### src/design/alu_core_regs.vh
// Register offsets, field positions, reset values and timing counts
`ifndef ALU_CORE_REGS_VH
`define ALU_CORE_REGS_VH
`define OFS_CMD 8'h00
`define OFS_OPA 8'h04
`define OFS_OPB 8'h08
`define OFS_RES 8'h0C
`define OFS_RESHI 8'h10
`define OFS_FLAGS 8'h14
`define OFS_CORE 8'h18
`define OFS_WREG0 8'h1C
`define OFS_WREG1 8'h20
`define OFS_ADDR 8'h24
`define OFS_STAT 8'h28
`define FLAG_C 0
`define FLAG_Z 1
`define FLAG_OV 2
`define FLAG_N 3
`define FLAG_PL_LO 5
`define FLAG_DC 8
`define CORE_PSV 2
`define CORE_UPL 3
`define FLAGS_RESET 16'h0000
`define CORE_RESET 16'h0004
`define OP_ADD 4'h0
`define OP_SUB 4'h1
`define OP_AND 4'h2
`define OP_IOR 4'h3
`define OP_XOR 4'h4
`define OP_SHL 4'h5
`define OP_LSR 4'h6
`define OP_ASR 4'h7
`define OP_MUL 4'h8
`define OP_DIV 4'h9
`define OP_RDMEM 4'hA
`define MUL_SS 3'h0
`define MUL_UU 3'h1
`define MUL_US 3'h2
`define MUL_SL 3'h3
`define MUL_UL 3'h4
`define MUL_BB 3'h5
`define DIV_CYCLES 5'd19
`define WINDOW_BASE 16'h8000
`endif

### src/design/cpu_alu_status_multiply.v
// ALU, flag register, core control and multiply/divide datapath
//
// The register offsets and the AXI4-Lite register port were decided locally.
`timescale 1ns/1ps
`include "alu_core_regs.vh"
module cpu_alu_status_multiply (
   input wire clk,
   input wire rst,
   input wire [7:0] s_axi_awaddr,
   input wire s_axi_awvalid,
   output reg s_axi_awready,
   input wire [31:0] s_axi_wdata,
   input wire [3:0] s_axi_wstrb,
   input wire s_axi_wvalid,
   output reg s_axi_wready,
   output reg [1:0] s_axi_bresp,
   output reg s_axi_bvalid,
   input wire s_axi_bready,
   input wire [7:0] s_axi_araddr,
   input wire s_axi_arvalid,
   output reg s_axi_arready,
   output reg [31:0] s_axi_rdata,
   output reg [1:0] s_axi_rresp,
   output reg s_axi_rvalid,
   input wire s_axi_rready,
   input wire [15:0] memData,
   output reg [15:0] memAddr,
   output reg memRead,
   output reg windowMapped,
   output reg addrTrap,
   output reg [3:0] cpuPriorityLevel
);
   reg [15:0] flags;
   reg [15:0] coreCtl;
   reg [15:0] opA;
   reg [15:0] opB;
   reg [15:0] result;
   reg [15:0] resultHi;
   reg [15:0] workingReg0;
   reg [15:0] workingReg1;
   reg [15:0] cmd;
   reg busy;
   reg [4:0] divCount;
   reg [31:0] divRem;
   reg [15:0] divQuo;
   reg divNeg;
   reg divRemNeg;
   reg awHeld;
   reg wHeld;
   reg [7:0] awAddr;
   reg [31:0] wData;
   reg [3:0] wStrb;
   reg startPulse;
   reg abortPulse;

   // Command word: [3:0] op, [4] byte mode, [5] operand B from memory,
   // [8:6] multiply mode, [9] signed divide, [14:10] literal
   wire [3:0] op = cmd[3:0];
   wire byteMode = cmd[4];
   wire srcMem = cmd[5];
   wire [2:0] mulMode = cmd[8:6];
   wire divSigned = cmd[9];
   wire [4:0] literal = cmd[14:10];
   wire [15:0] bVal = srcMem ? memData : opB;

   function [15:0] sext8;
      input [15:0] v;
      begin
         sext8 = {{8{v[7]}}, v[7:0]};
      end
   endfunction

   // ALU result and flag inputs
   reg [16:0] sum;
   reg [4:0] nib;
   reg [15:0] aluOut;
   reg carry;
   reg dcarry;
   reg ovf;
   reg arith;
   reg [15:0] bEff;
   always @* begin
      bEff = (op == `OP_SUB) ? ~bVal : bVal;
      sum = {1'b0, opA} + {1'b0, bEff} + {16'h0000, op == `OP_SUB};
      nib = {1'b0, opA[3:0]} + {1'b0, bEff[3:0]} + {4'h0, op == `OP_SUB};
      aluOut = 16'h0000;
      carry = flags[`FLAG_C];
      dcarry = flags[`FLAG_DC];
      ovf = 1'b0;
      arith = 1'b0;
      case (op)
         `OP_ADD, `OP_SUB: begin
            arith = 1'b1;
            aluOut = sum[15:0];
            if (byteMode) begin
               carry = opA[8] ^ bEff[8] ^ sum[8];
               dcarry = nib[4];
               ovf = (opA[7] == bEff[7]) && (sum[7] != opA[7]);
            end else begin
               carry = sum[16];
               dcarry = opA[8] ^ bEff[8] ^ sum[8];
               ovf = (opA[15] == bEff[15]) && (sum[15] != opA[15]);
            end
         end
         `OP_AND: aluOut = opA & bVal;
         `OP_IOR: aluOut = opA | bVal;
         `OP_XOR: aluOut = opA ^ bVal;
         `OP_SHL: begin
            aluOut = {opA[14:0], 1'b0};
            carry = byteMode ? opA[7] : opA[15];
         end
         `OP_LSR: begin
            aluOut = byteMode ? {9'h000, opA[7:1]} : {1'b0, opA[15:1]};
            carry = opA[0];
         end
         `OP_ASR: begin
            aluOut = byteMode ? {8'h00, opA[7], opA[7:1]}
                              : {opA[15], opA[15:1]};
            carry = opA[0];
         end
         default: aluOut = 16'h0000;
      endcase
      if (byteMode)
         aluOut = {8'h00, aluOut[7:0]};
   end
   wire resNeg = byteMode ? aluOut[7] : aluOut[15];

   // 17x17 multiplier, single cycle
   reg [16:0] mulA;
   reg [16:0] mulB;
   always @* begin
      case (mulMode)
         `MUL_SS: {mulA, mulB} = {opA[15], opA, bVal[15], bVal};
         `MUL_UU: {mulA, mulB} = {1'b0, opA, 1'b0, bVal};
         `MUL_US: {mulA, mulB} = {1'b0, opA, bVal[15], bVal};
         `MUL_SL: {mulA, mulB} = {opA[15], opA, 12'h000, literal};
         `MUL_UL: {mulA, mulB} = {1'b0, opA, 12'h000, literal};
         `MUL_BB: {mulA, mulB} = {9'h000, opA[7:0], 9'h000, bVal[7:0]};
         default: {mulA, mulB} = 34'h0;
      endcase
   end
   wire signed [33:0] product = $signed(mulA) * $signed(mulB);

   // Restoring style divide on magnitudes, one bit per cycle
   wire [15:0] absA = (divSigned && opA[15]) ? (16'h0000 - opA) : opA;
   wire [15:0] absB = (divSigned && opB[15]) ? (16'h0000 - opB) : opB;
   // Divisor magnitude is read live, so OPB must stay put while busy
   wire [16:0] trial = {1'b0, divRem[30:15]} - {1'b0, absB};

   // Bus slave: address and data may arrive in either order
   wire wrFire = awHeld && wHeld && !s_axi_bvalid;
   always @(posedge clk) begin
      if (rst) begin
         {s_axi_awready, s_axi_wready, s_axi_bvalid, s_axi_arready} <= 4'h0;
         {s_axi_rvalid, s_axi_bresp, s_axi_rresp} <= 5'h00;
         s_axi_rdata <= 32'h00000000;
         {awHeld, wHeld} <= 2'b00;
         awAddr <= 8'h00;
         wData <= 32'h00000000;
         wStrb <= 4'h0;
         {opA, opB} <= 32'h00000000;
         cmd <= 16'h0000;
         coreCtl <= `CORE_RESET;
         memAddr <= 16'h0000;
         {startPulse, abortPulse, memRead, addrTrap} <= 4'h0;
      end else begin
         startPulse <= 1'b0;
         abortPulse <= 1'b0;
         memRead <= 1'b0;
         s_axi_awready <= !awHeld && !s_axi_awready && s_axi_awvalid;
         s_axi_wready <= !wHeld && !s_axi_wready && s_axi_wvalid;
         if (s_axi_awvalid && s_axi_awready) begin
            awHeld <= 1'b1;
            awAddr <= s_axi_awaddr;
         end
         if (s_axi_wvalid && s_axi_wready) begin
            wHeld <= 1'b1;
            wData <= s_axi_wdata;
            wStrb <= s_axi_wstrb;
         end
         if (wrFire) begin
            awHeld <= 1'b0;
            wHeld <= 1'b0;
            s_axi_bvalid <= 1'b1;
            s_axi_bresp <= 2'b00;
            case (awAddr)
               `OFS_CMD: begin
                  if (wStrb[1:0] == 2'b11 && !busy) begin
                     cmd <= wData[15:0];
                     startPulse <= 1'b1;
                  end
               end
               `OFS_OPA: if (wStrb[1:0] == 2'b11) opA <= wData[15:0];
               `OFS_OPB: if (wStrb[1:0] == 2'b11) opB <= wData[15:0];
               // Both low byte lanes must be written; a partial one is ignored
               `OFS_CORE: if (wStrb[1:0] == 2'b11)
                  coreCtl <= {12'h000, coreCtl[`CORE_UPL] & wData[3],
                              wData[2], 2'b00};
               `OFS_ADDR: begin
                  if (wStrb[1:0] == 2'b11) begin
                     memAddr <= wData[15:0];
                     memRead <= wData[15:0] < `WINDOW_BASE
                                || coreCtl[`CORE_PSV];
                     addrTrap <= wData[15:0] >= `WINDOW_BASE
                                 && !coreCtl[`CORE_PSV];
                  end
               end
               `OFS_STAT: if (wStrb[0] && wData[0]) abortPulse <= 1'b1;
               `OFS_FLAGS, `OFS_RES, `OFS_RESHI, `OFS_WREG0,
               `OFS_WREG1: s_axi_bresp <= 2'b00;
               default: s_axi_bresp <= 2'b10;
            endcase
         end else if (s_axi_bvalid && s_axi_bready)
            s_axi_bvalid <= 1'b0;
         s_axi_arready <= !s_axi_arready && !s_axi_rvalid && s_axi_arvalid;
         if (s_axi_arvalid && s_axi_arready) begin
            s_axi_rvalid <= 1'b1;
            s_axi_rresp <= 2'b00;
            case (s_axi_araddr)
               `OFS_CMD: s_axi_rdata <= {16'h0000, cmd};
               `OFS_OPA: s_axi_rdata <= {16'h0000, opA};
               `OFS_OPB: s_axi_rdata <= {16'h0000, opB};
               `OFS_RES: s_axi_rdata <= {16'h0000, result};
               `OFS_RESHI: s_axi_rdata <= {16'h0000, resultHi};
               `OFS_FLAGS: s_axi_rdata <= {16'h0000, flags};
               `OFS_CORE: s_axi_rdata <= {16'h0000, coreCtl};
               `OFS_WREG0: s_axi_rdata <= {16'h0000, workingReg0};
               `OFS_WREG1: s_axi_rdata <= {16'h0000, workingReg1};
               `OFS_ADDR: s_axi_rdata <= {16'h0000, memAddr};
               `OFS_STAT: s_axi_rdata <= {30'h00000000, addrTrap, busy};
               default: begin
                  s_axi_rdata <= 32'h00000000;
                  s_axi_rresp <= 2'b10;
               end
            endcase
         end else if (s_axi_rvalid && s_axi_rready)
            s_axi_rvalid <= 1'b0;
      end
   end

   // Execution: one cycle for ALU and multiply, 19 for divide
   always @(posedge clk) begin
      if (rst) begin
         flags <= `FLAGS_RESET;
         {result, resultHi} <= 32'h00000000;
         {workingReg0, workingReg1} <= 32'h00000000;
         busy <= 1'b0;
         divCount <= 5'd0;
         divRem <= 32'h00000000;
         divQuo <= 16'h0000;
         {divNeg, divRemNeg} <= 2'b00;
      end else if (busy) begin
         // Abort between cycles leaves registers as they were
         if (abortPulse) begin
            busy <= 1'b0;
         end else if (divCount > 5'd3) begin
            divCount <= divCount - 5'd1;
            if (!trial[16]) begin
               divRem <= {trial[15:0], divRem[14:0], 1'b0};
               divQuo <= {divQuo[14:0], 1'b1};
            end else begin
               divRem <= {divRem[30:0], 1'b0};
               divQuo <= {divQuo[14:0], 1'b0};
            end
         end else if (divCount != 5'd1) begin
            divCount <= divCount - 5'd1;
         end else begin
            busy <= 1'b0;
            workingReg0 <= divNeg ? 16'h0000 - divQuo : divQuo;
            workingReg1 <= divRemNeg ? 16'h0000 - divRem[31:16]
                                     : divRem[31:16];
            flags[`FLAG_Z] <= divQuo == 16'h0000;
            flags[`FLAG_N] <= divNeg && divQuo != 16'h0000;
         end
      end else if (startPulse) begin
         if (op == `OP_DIV) begin
            busy <= 1'b1;
            divCount <= `DIV_CYCLES;
            divRem <= {16'h0000, absA};
            divQuo <= 16'h0000;
            divNeg <= divSigned && (opA[15] ^ opB[15]);
            divRemNeg <= divSigned && opA[15];
         end else if (op == `OP_MUL) begin
            result <= product[15:0];
            resultHi <= product[31:16];
         end else if (op == `OP_RDMEM) begin
            result <= byteMode ? sext8(memData) : memData;
         end else begin
            result <= aluOut;
            flags[`FLAG_N] <= resNeg;
            if (aluOut != 16'h0000)
               flags[`FLAG_Z] <= 1'b0;
            else if (!arith)
               flags[`FLAG_Z] <= 1'b1;
            flags[`FLAG_C] <= carry;
            if (arith) begin
               flags[`FLAG_OV] <= ovf;
               flags[`FLAG_DC] <= dcarry;
            end
         end
      end
   end

   always @(posedge clk) begin
      if (rst) begin
         windowMapped <= 1'b0;
         cpuPriorityLevel <= 4'h0;
      end else begin
         windowMapped <= coreCtl[`CORE_PSV];
         cpuPriorityLevel <= {coreCtl[`CORE_UPL], flags[7:`FLAG_PL_LO]};
      end
   end
endmodule // cpu_alu_status_multiply

### config.mk
export PLATFORM = sky130hd
export DESIGN_NAME = cpu_alu_status_multiply
export DESIGN_NICKNAME = d
export VERILOG_FILES = /design/src/design/cpu_alu_status_multiply.v
export VERILOG_INCLUDE_DIRS = /design/src /design/src/design
export SDC_FILE = /design/constraint.sdc
export NUM_CORES = 2
export LEC_CHECK = 0
export ABC_AREA = 1
export BUFFER_PORTS_ARGS = -buffer_cell sky130_fd_sc_hd__buf_4
export CORE_MARGIN = 4
export CORE_UTILIZATION = 70
export CTS_BUF_LIST = sky130_fd_sc_hd__clkbuf_4 sky130_fd_sc_hd__clkbuf_8
export DETAILED_ROUTE_END_ITERATION = 8
export GPL_TIMING_DRIVEN = 0
export PLACE_DENSITY = 0.9
export SKIP_CTS_REPAIR_TIMING = 1
export SLEW_MARGIN = 30
export SYNTH_ARGS = -nofsm -noshare
export SYNTH_HDL_FRONTEND = slang
export SYNTH_SLANG_ARGS = --single-unit
### constraint.sdc
create_clock -name clk -period 16.2 [get_ports clk]
set_clock_uncertainty 0.2 [all_clocks]
set_input_delay 1.62 -clock clk [delete_from_list [all_inputs] [get_ports clk]]
set_output_delay 1.62 -clock clk [all_outputs]
set_load 0.01 [all_outputs]
Yosys cells after proc, flatten, opt, wreduce, memory -nomap -nowiden
Index checks and enable logic that the tools add are counted.
Storage, ports and cells
  flip-flop bits (word level): 266
  bits of input ports: 75
  output and inout bits: 64
  word-level logic and storage cells: 266
Cells by class
  $add $sub $neg: 10
  multiply operators: 1
  order comparisons: 3
  equal/unequal tests: 50
  muxes and demuxes: 71
  bitwise operators: 20
  reduce and logical (&&, ||, !) cells: 72
Operators by type and width (count)
  16-bit two-way mux: 16
  32-bit two-way mux: 6
  16-bit one-hot mux with 11 select lines: 1
  16-bit one-hot mux with 7 select lines: 1
  17-bit one-hot mux with 4 select lines: 1
  8-bit by 5-bit equality test with 1-bit output, second input constant: 8
  1-bit by 16-bit subtractor with 16-bit output, first input constant: 4
  17-bit one-hot mux with 3 select lines: 1
  8-bit by 6-bit equality test with 1-bit output, second input constant: 6
  8-bit by 4-bit equality test with 1-bit output, second input constant: 4
  17-bit by 17-bit multiplier with 32-bit output: 1
  16-bit nonzero test: 2
  1-bit two-way mux: 31
  5-bit two-way mux: 6
  1-bit logical AND: 22
  11-bit OR reduction: 2
  3-bit AND reduction: 7
  16-bit by 16-bit adder with 17-bit output: 1
  17-bit by 1-bit adder with 17-bit output: 1
  16-bit by 16-bit subtractor with 17-bit output: 1
  16-bit AND: 1
  4-bit by 3-bit equality test with 1-bit output, second input constant: 4
  8-bit by 3-bit equality test with 1-bit output, second input constant: 2
  16-bit >= comparator, second input constant: 1
  44 further kinds: 97

Depth between registers and ports, before layout
  word-level depth: 15
  depth in mapped cells: 37
  depth with buffers taken out: 36

Worst setup path after synthesis
Ideal clock, no wire load.
  kind: in2reg
  from: input memData[3]
  to: register resultHi[12]
  library setup time: 58 ps
  data arrival time: 7623 ps
  required time: 15942 ps
  setup slack: 8319 ps
  cell stages on the path: 29
  buffers on the path: 1
  path through: or2_2 > o21ai_0 > inv_1 > nand2_1 > nand2_1 > inv_1 > clkbuf_1 > nor2_1 > fa_1 > fa_1 > inv_1 > fa_1 > inv_1 > fa_1 > fa_1 > inv_1 > fa_1 > inv_1 > ha_1 > nand2_1 > nor4_1 > nand4_1 > nand3_1 > a21o_1 > a21oi_1 > or2_2 > nand3_1 > o211ai_1 > inv_1
Between the ends
  longest elaborated chain between the ends: 3
RTL lines
  from (decl): line cpu_alu_status_multiply.v:26  | input wire [15:0] memData,
  16-bit two-way mux: line cpu_alu_status_multiply.v:64  | wire [15:0] bVal = srcMem ? memData : opB;
  17-bit one-hot mux with 4 select lines: line cpu_alu_status_multiply.v:132  | case (mulMode)
  17-bit by 17-bit multiplier with 32-bit output: line cpu_alu_status_multiply.v:142  | wire signed [33:0] product = $signed(mulA) * $signed(mulB);
  to (signal assigned): line cpu_alu_status_multiply.v:285  | resultHi <= product[31:16];
  to (decl): line cpu_alu_status_multiply.v:38  | reg [15:0] resultHi;
Every way passes these cells.
A chain may end at the register's enable or synchronous reset.

Worst setup path in the final report
  from: input memData[5]
  to: register resultHi[13]
The elaborated chain is that of the path after synthesis.

==> results.cfg <==
[power]
p_per_area_mw_per_mm2 = 45.26
leakagePower_nw = 12.83
vdd_ir_drop_max_uv = 89.26
finalPower_mw = 1.231

[clock_network]
cts_root_buf = clkbuf_8
htreeDepth = 2
numCtsBuffers = 39
clk_pin_slew_worst_paths_ns = 0.06
cts_tree = built
cts_sinks = 248
clk_latency_ns = 0.57
ctsLongestPathBuffers = 3

[sta]
rsz0062_at_grt = no
max_slew_margin = 0.2483
fin_crit_ns = 9.957
slew_viol_final = 0
fin_ws_ns = 6.243
setup_violations = 0
worst_pin_slew_ns = 1.116
fmax_mhz = 100.4
fin_setup_tns_ns = 0
fin_crit_sh = 0.6147
hold_violations = 0

[global_routing]
grt_pass1_vias = 25749
grt_first_pass_wirelength_mm = 143.9
antenna_found_initial = 2
grt_overflow = 0
grt_max_degree = 12
grt_use_total = 0.4808

[detailed_routing]
wl_per_cell_um = 23.63
post-route-drc-count = 0
dr.pass1.iters = 8
drt-vias-per-instance = 6.441
wirelength_mm = 95.20
dr_total_vias = 25952
drt_iter0_markers = 3826
antenna_left = 0

[finish]
n_fill_cell = 2479
layout.area.seq_sq_mm = 0.004965
final_cells = 4029
syn2layout_area_growth_pct = 8.743
stdcell_area_sq_mm = 0.02720
multi_input_area_sq_mm = 0.01725
drive_gt1_frac = 0.06754
nets = 4056

[die]
die_w_um = 197.0
die_area_sq_mm = 0.03882
coreArea_sq_mm = 0.03488
initial_utilization = 0.7171
rows = 68
ioPinCount = 139
die_h_um = 197.0

[worst_setup_path]
r2r-start = opA[15]
cp_num_buf_inv = 9
critPathMaxStageDelay_ns = 0.85
slowest_stage = nor2_1
timing.rr.end = resultHi[13]
cpMostUsedCell = inv_1
cp-end-kind = register
reg2reg_slack_ns = 6.60
cp_max_fo = 10
crit_path_start_kind = input pin
crit_family = adder cells
path_depth = 29
arrival_ns = 10.27
cp.required_ns = 16.51
crit_type = in2reg
r2r_cells = 28

[placement]
place_area_sq_mm = 0.02641
dp.cells = 3959
hpwl_mm = 76.29
port_buffers = 99
place_congestion = 1.108
pre_cts_ws_ns = 5.959

[yosys]
synth_top_area_cell = fa_1
synthTopCellsByCount = 575 x inv_1, 543 x nand2_1, 392 x nor2_1
ys_ff_latch = 248
synthMostInstantiatedCell = inv_1
ys_warn_count = 0
synth_cells = 3385
syn_area_sq_mm = 0.02502
synthDistinctLibCells = 56
synth-main-ff-cell = dfxtp_1
synth_edf_count = 0
post_synth.cell_area_avg_sq_um = 7.390
async_reset_ff_frac = 0
synth.top_cell.area_share = 0.2273
ys_seq_area_frac = 0.1985
ys_top_cells_by_area = fa_1 23%, dfxtp_1 20%, inv_1 8.6%, nand2_1 8.1%, ha_1 7.6%

[hold_path]
min-delay-start = divRem[8]
hp-class = reg2reg
holdPathEnd = divRem[8]
holdPathStages = 2

[run_status]
outcome = finished, final reports clean

[job]
drv_cap = 0
## metrics by stage
step	hold slack, ns	util
after global placement	0.2123	0.7569
after CTS	0.2575	0.7790
after detailed placement	0.2292	0.7571
after floorplan	0.1976	-
final	0.2679	0.7798
after global routing	0.2779	0.7794
## power breakdown
part           leakage, nW  internal (mW)  switching (mW)  total (mW)
combinational         10.4         0.0208          0.0385      0.0593
sequential            2.00          0.614         0.00766       0.622
clock                0.412          0.290           0.261       0.550
## sequential cells by signal, indices dropped and copies added, names as in the netlist, 8 cells and up
register     flops
awAddr           8
cmd             16
divQuo          16
divRem          32
memAddr         16
opA             16
opB             16
result          16
resultHi        16
s_axi_rdata     16
wData           16
workingReg0     16
workingReg1     16
## placed cells by master, fill, tap and decap left out, drive strengths merged, types with 11 or more instances in the layout
| master | synthesis | layout |
|---|---|---|
| inv | 587 | 589 |
| nand2 | 554 | 554 |
| nor2 | 397 | 397 |
| a21oi | 290 | 290 |
| fa | 284 | 284 |
| o21ai | 261 | 261 |
| dfxtp | 248 | 248 |
| clkbuf | 100 | 160 |
| ha | 152 | 152 |
| buf | 32 | 131 |
| nand3 | 84 | 84 |
| xor2 | 77 | 77 |
| nor3 | 45 | 45 |
| o211ai | 39 | 39 |
| a221oi | 29 | 29 |
| clkinv | 27 | 29 |
| o22ai | 25 | 25 |
| conb | 1 | 21 |
| xnor2 | 18 | 18 |
| or2 | 18 | 18 |
| a211oi | 17 | 17 |
| a31oi | 12 | 12 |
| o221ai | 12 | 12 |
| nand4 | 11 | 11 |
## cell type report
type | count | area share
plain buffers | 132 | 0.02171
diodes | 6 | 0.0005520
multi-input cells | 2411 | 0.6341
clock buffers | 60 | 0.02714
well taps | 455 | 0.02093
flip-flops and latches | 248 | 0.1825
clock inverters | 4 | 0.001012
inverters | 614 | 0.08472
repair buffers | 99 | 0.02732
## worst reg2reg max path, delay by kind of cell (launching register included)
family / cells / cell delay (ns)
DFF: 1 / 0.86
and+or+nand+nor: 7 / 2.40
AOI/OAI and AO/OA: 4 / 0.84
buffers and inverters: 10 / 2.04
adders and majority gates: 7 / 3.23
## per-layer routing
layer	share of wire	wire length, um	vias to the layer above	GRT usage
li1	-	-	11088	-
met1	0.34	31920	12083	0.5716
met2	0.43	40970	2153	0.7395
met3	0.13	12750	626	0.1341
met4	0.10	9541	2	0.3729
met5	0.000084	8	-	0
## how the worst max path moves through the flow
stage	from	endpoint	slack, ns
detailed placement	memData[5]	resultHi[13]	5.96
global route	memData[5]	resultHi[13]	6.22
floorplan	memData[3]	resultHi[12]	8.32
CTS	memData[5]	resultHi[13]	6.53
finish	memData[5]	resultHi[13]	6.24
global placement	memData[5]	resultHi[13]	6.29
## kinds of logic after synthesis
family	after synthesis	share of synthesized area
compound gates	731	0.1655
buf+inv	746	0.1157
xor+xnor	95	0.03326
other cells	1	0.0001499
fa+ha+maj	436	0.3033
flops	248	0.1985
simple gates	1128	0.1836
Power figures use the tool's default switching activity.
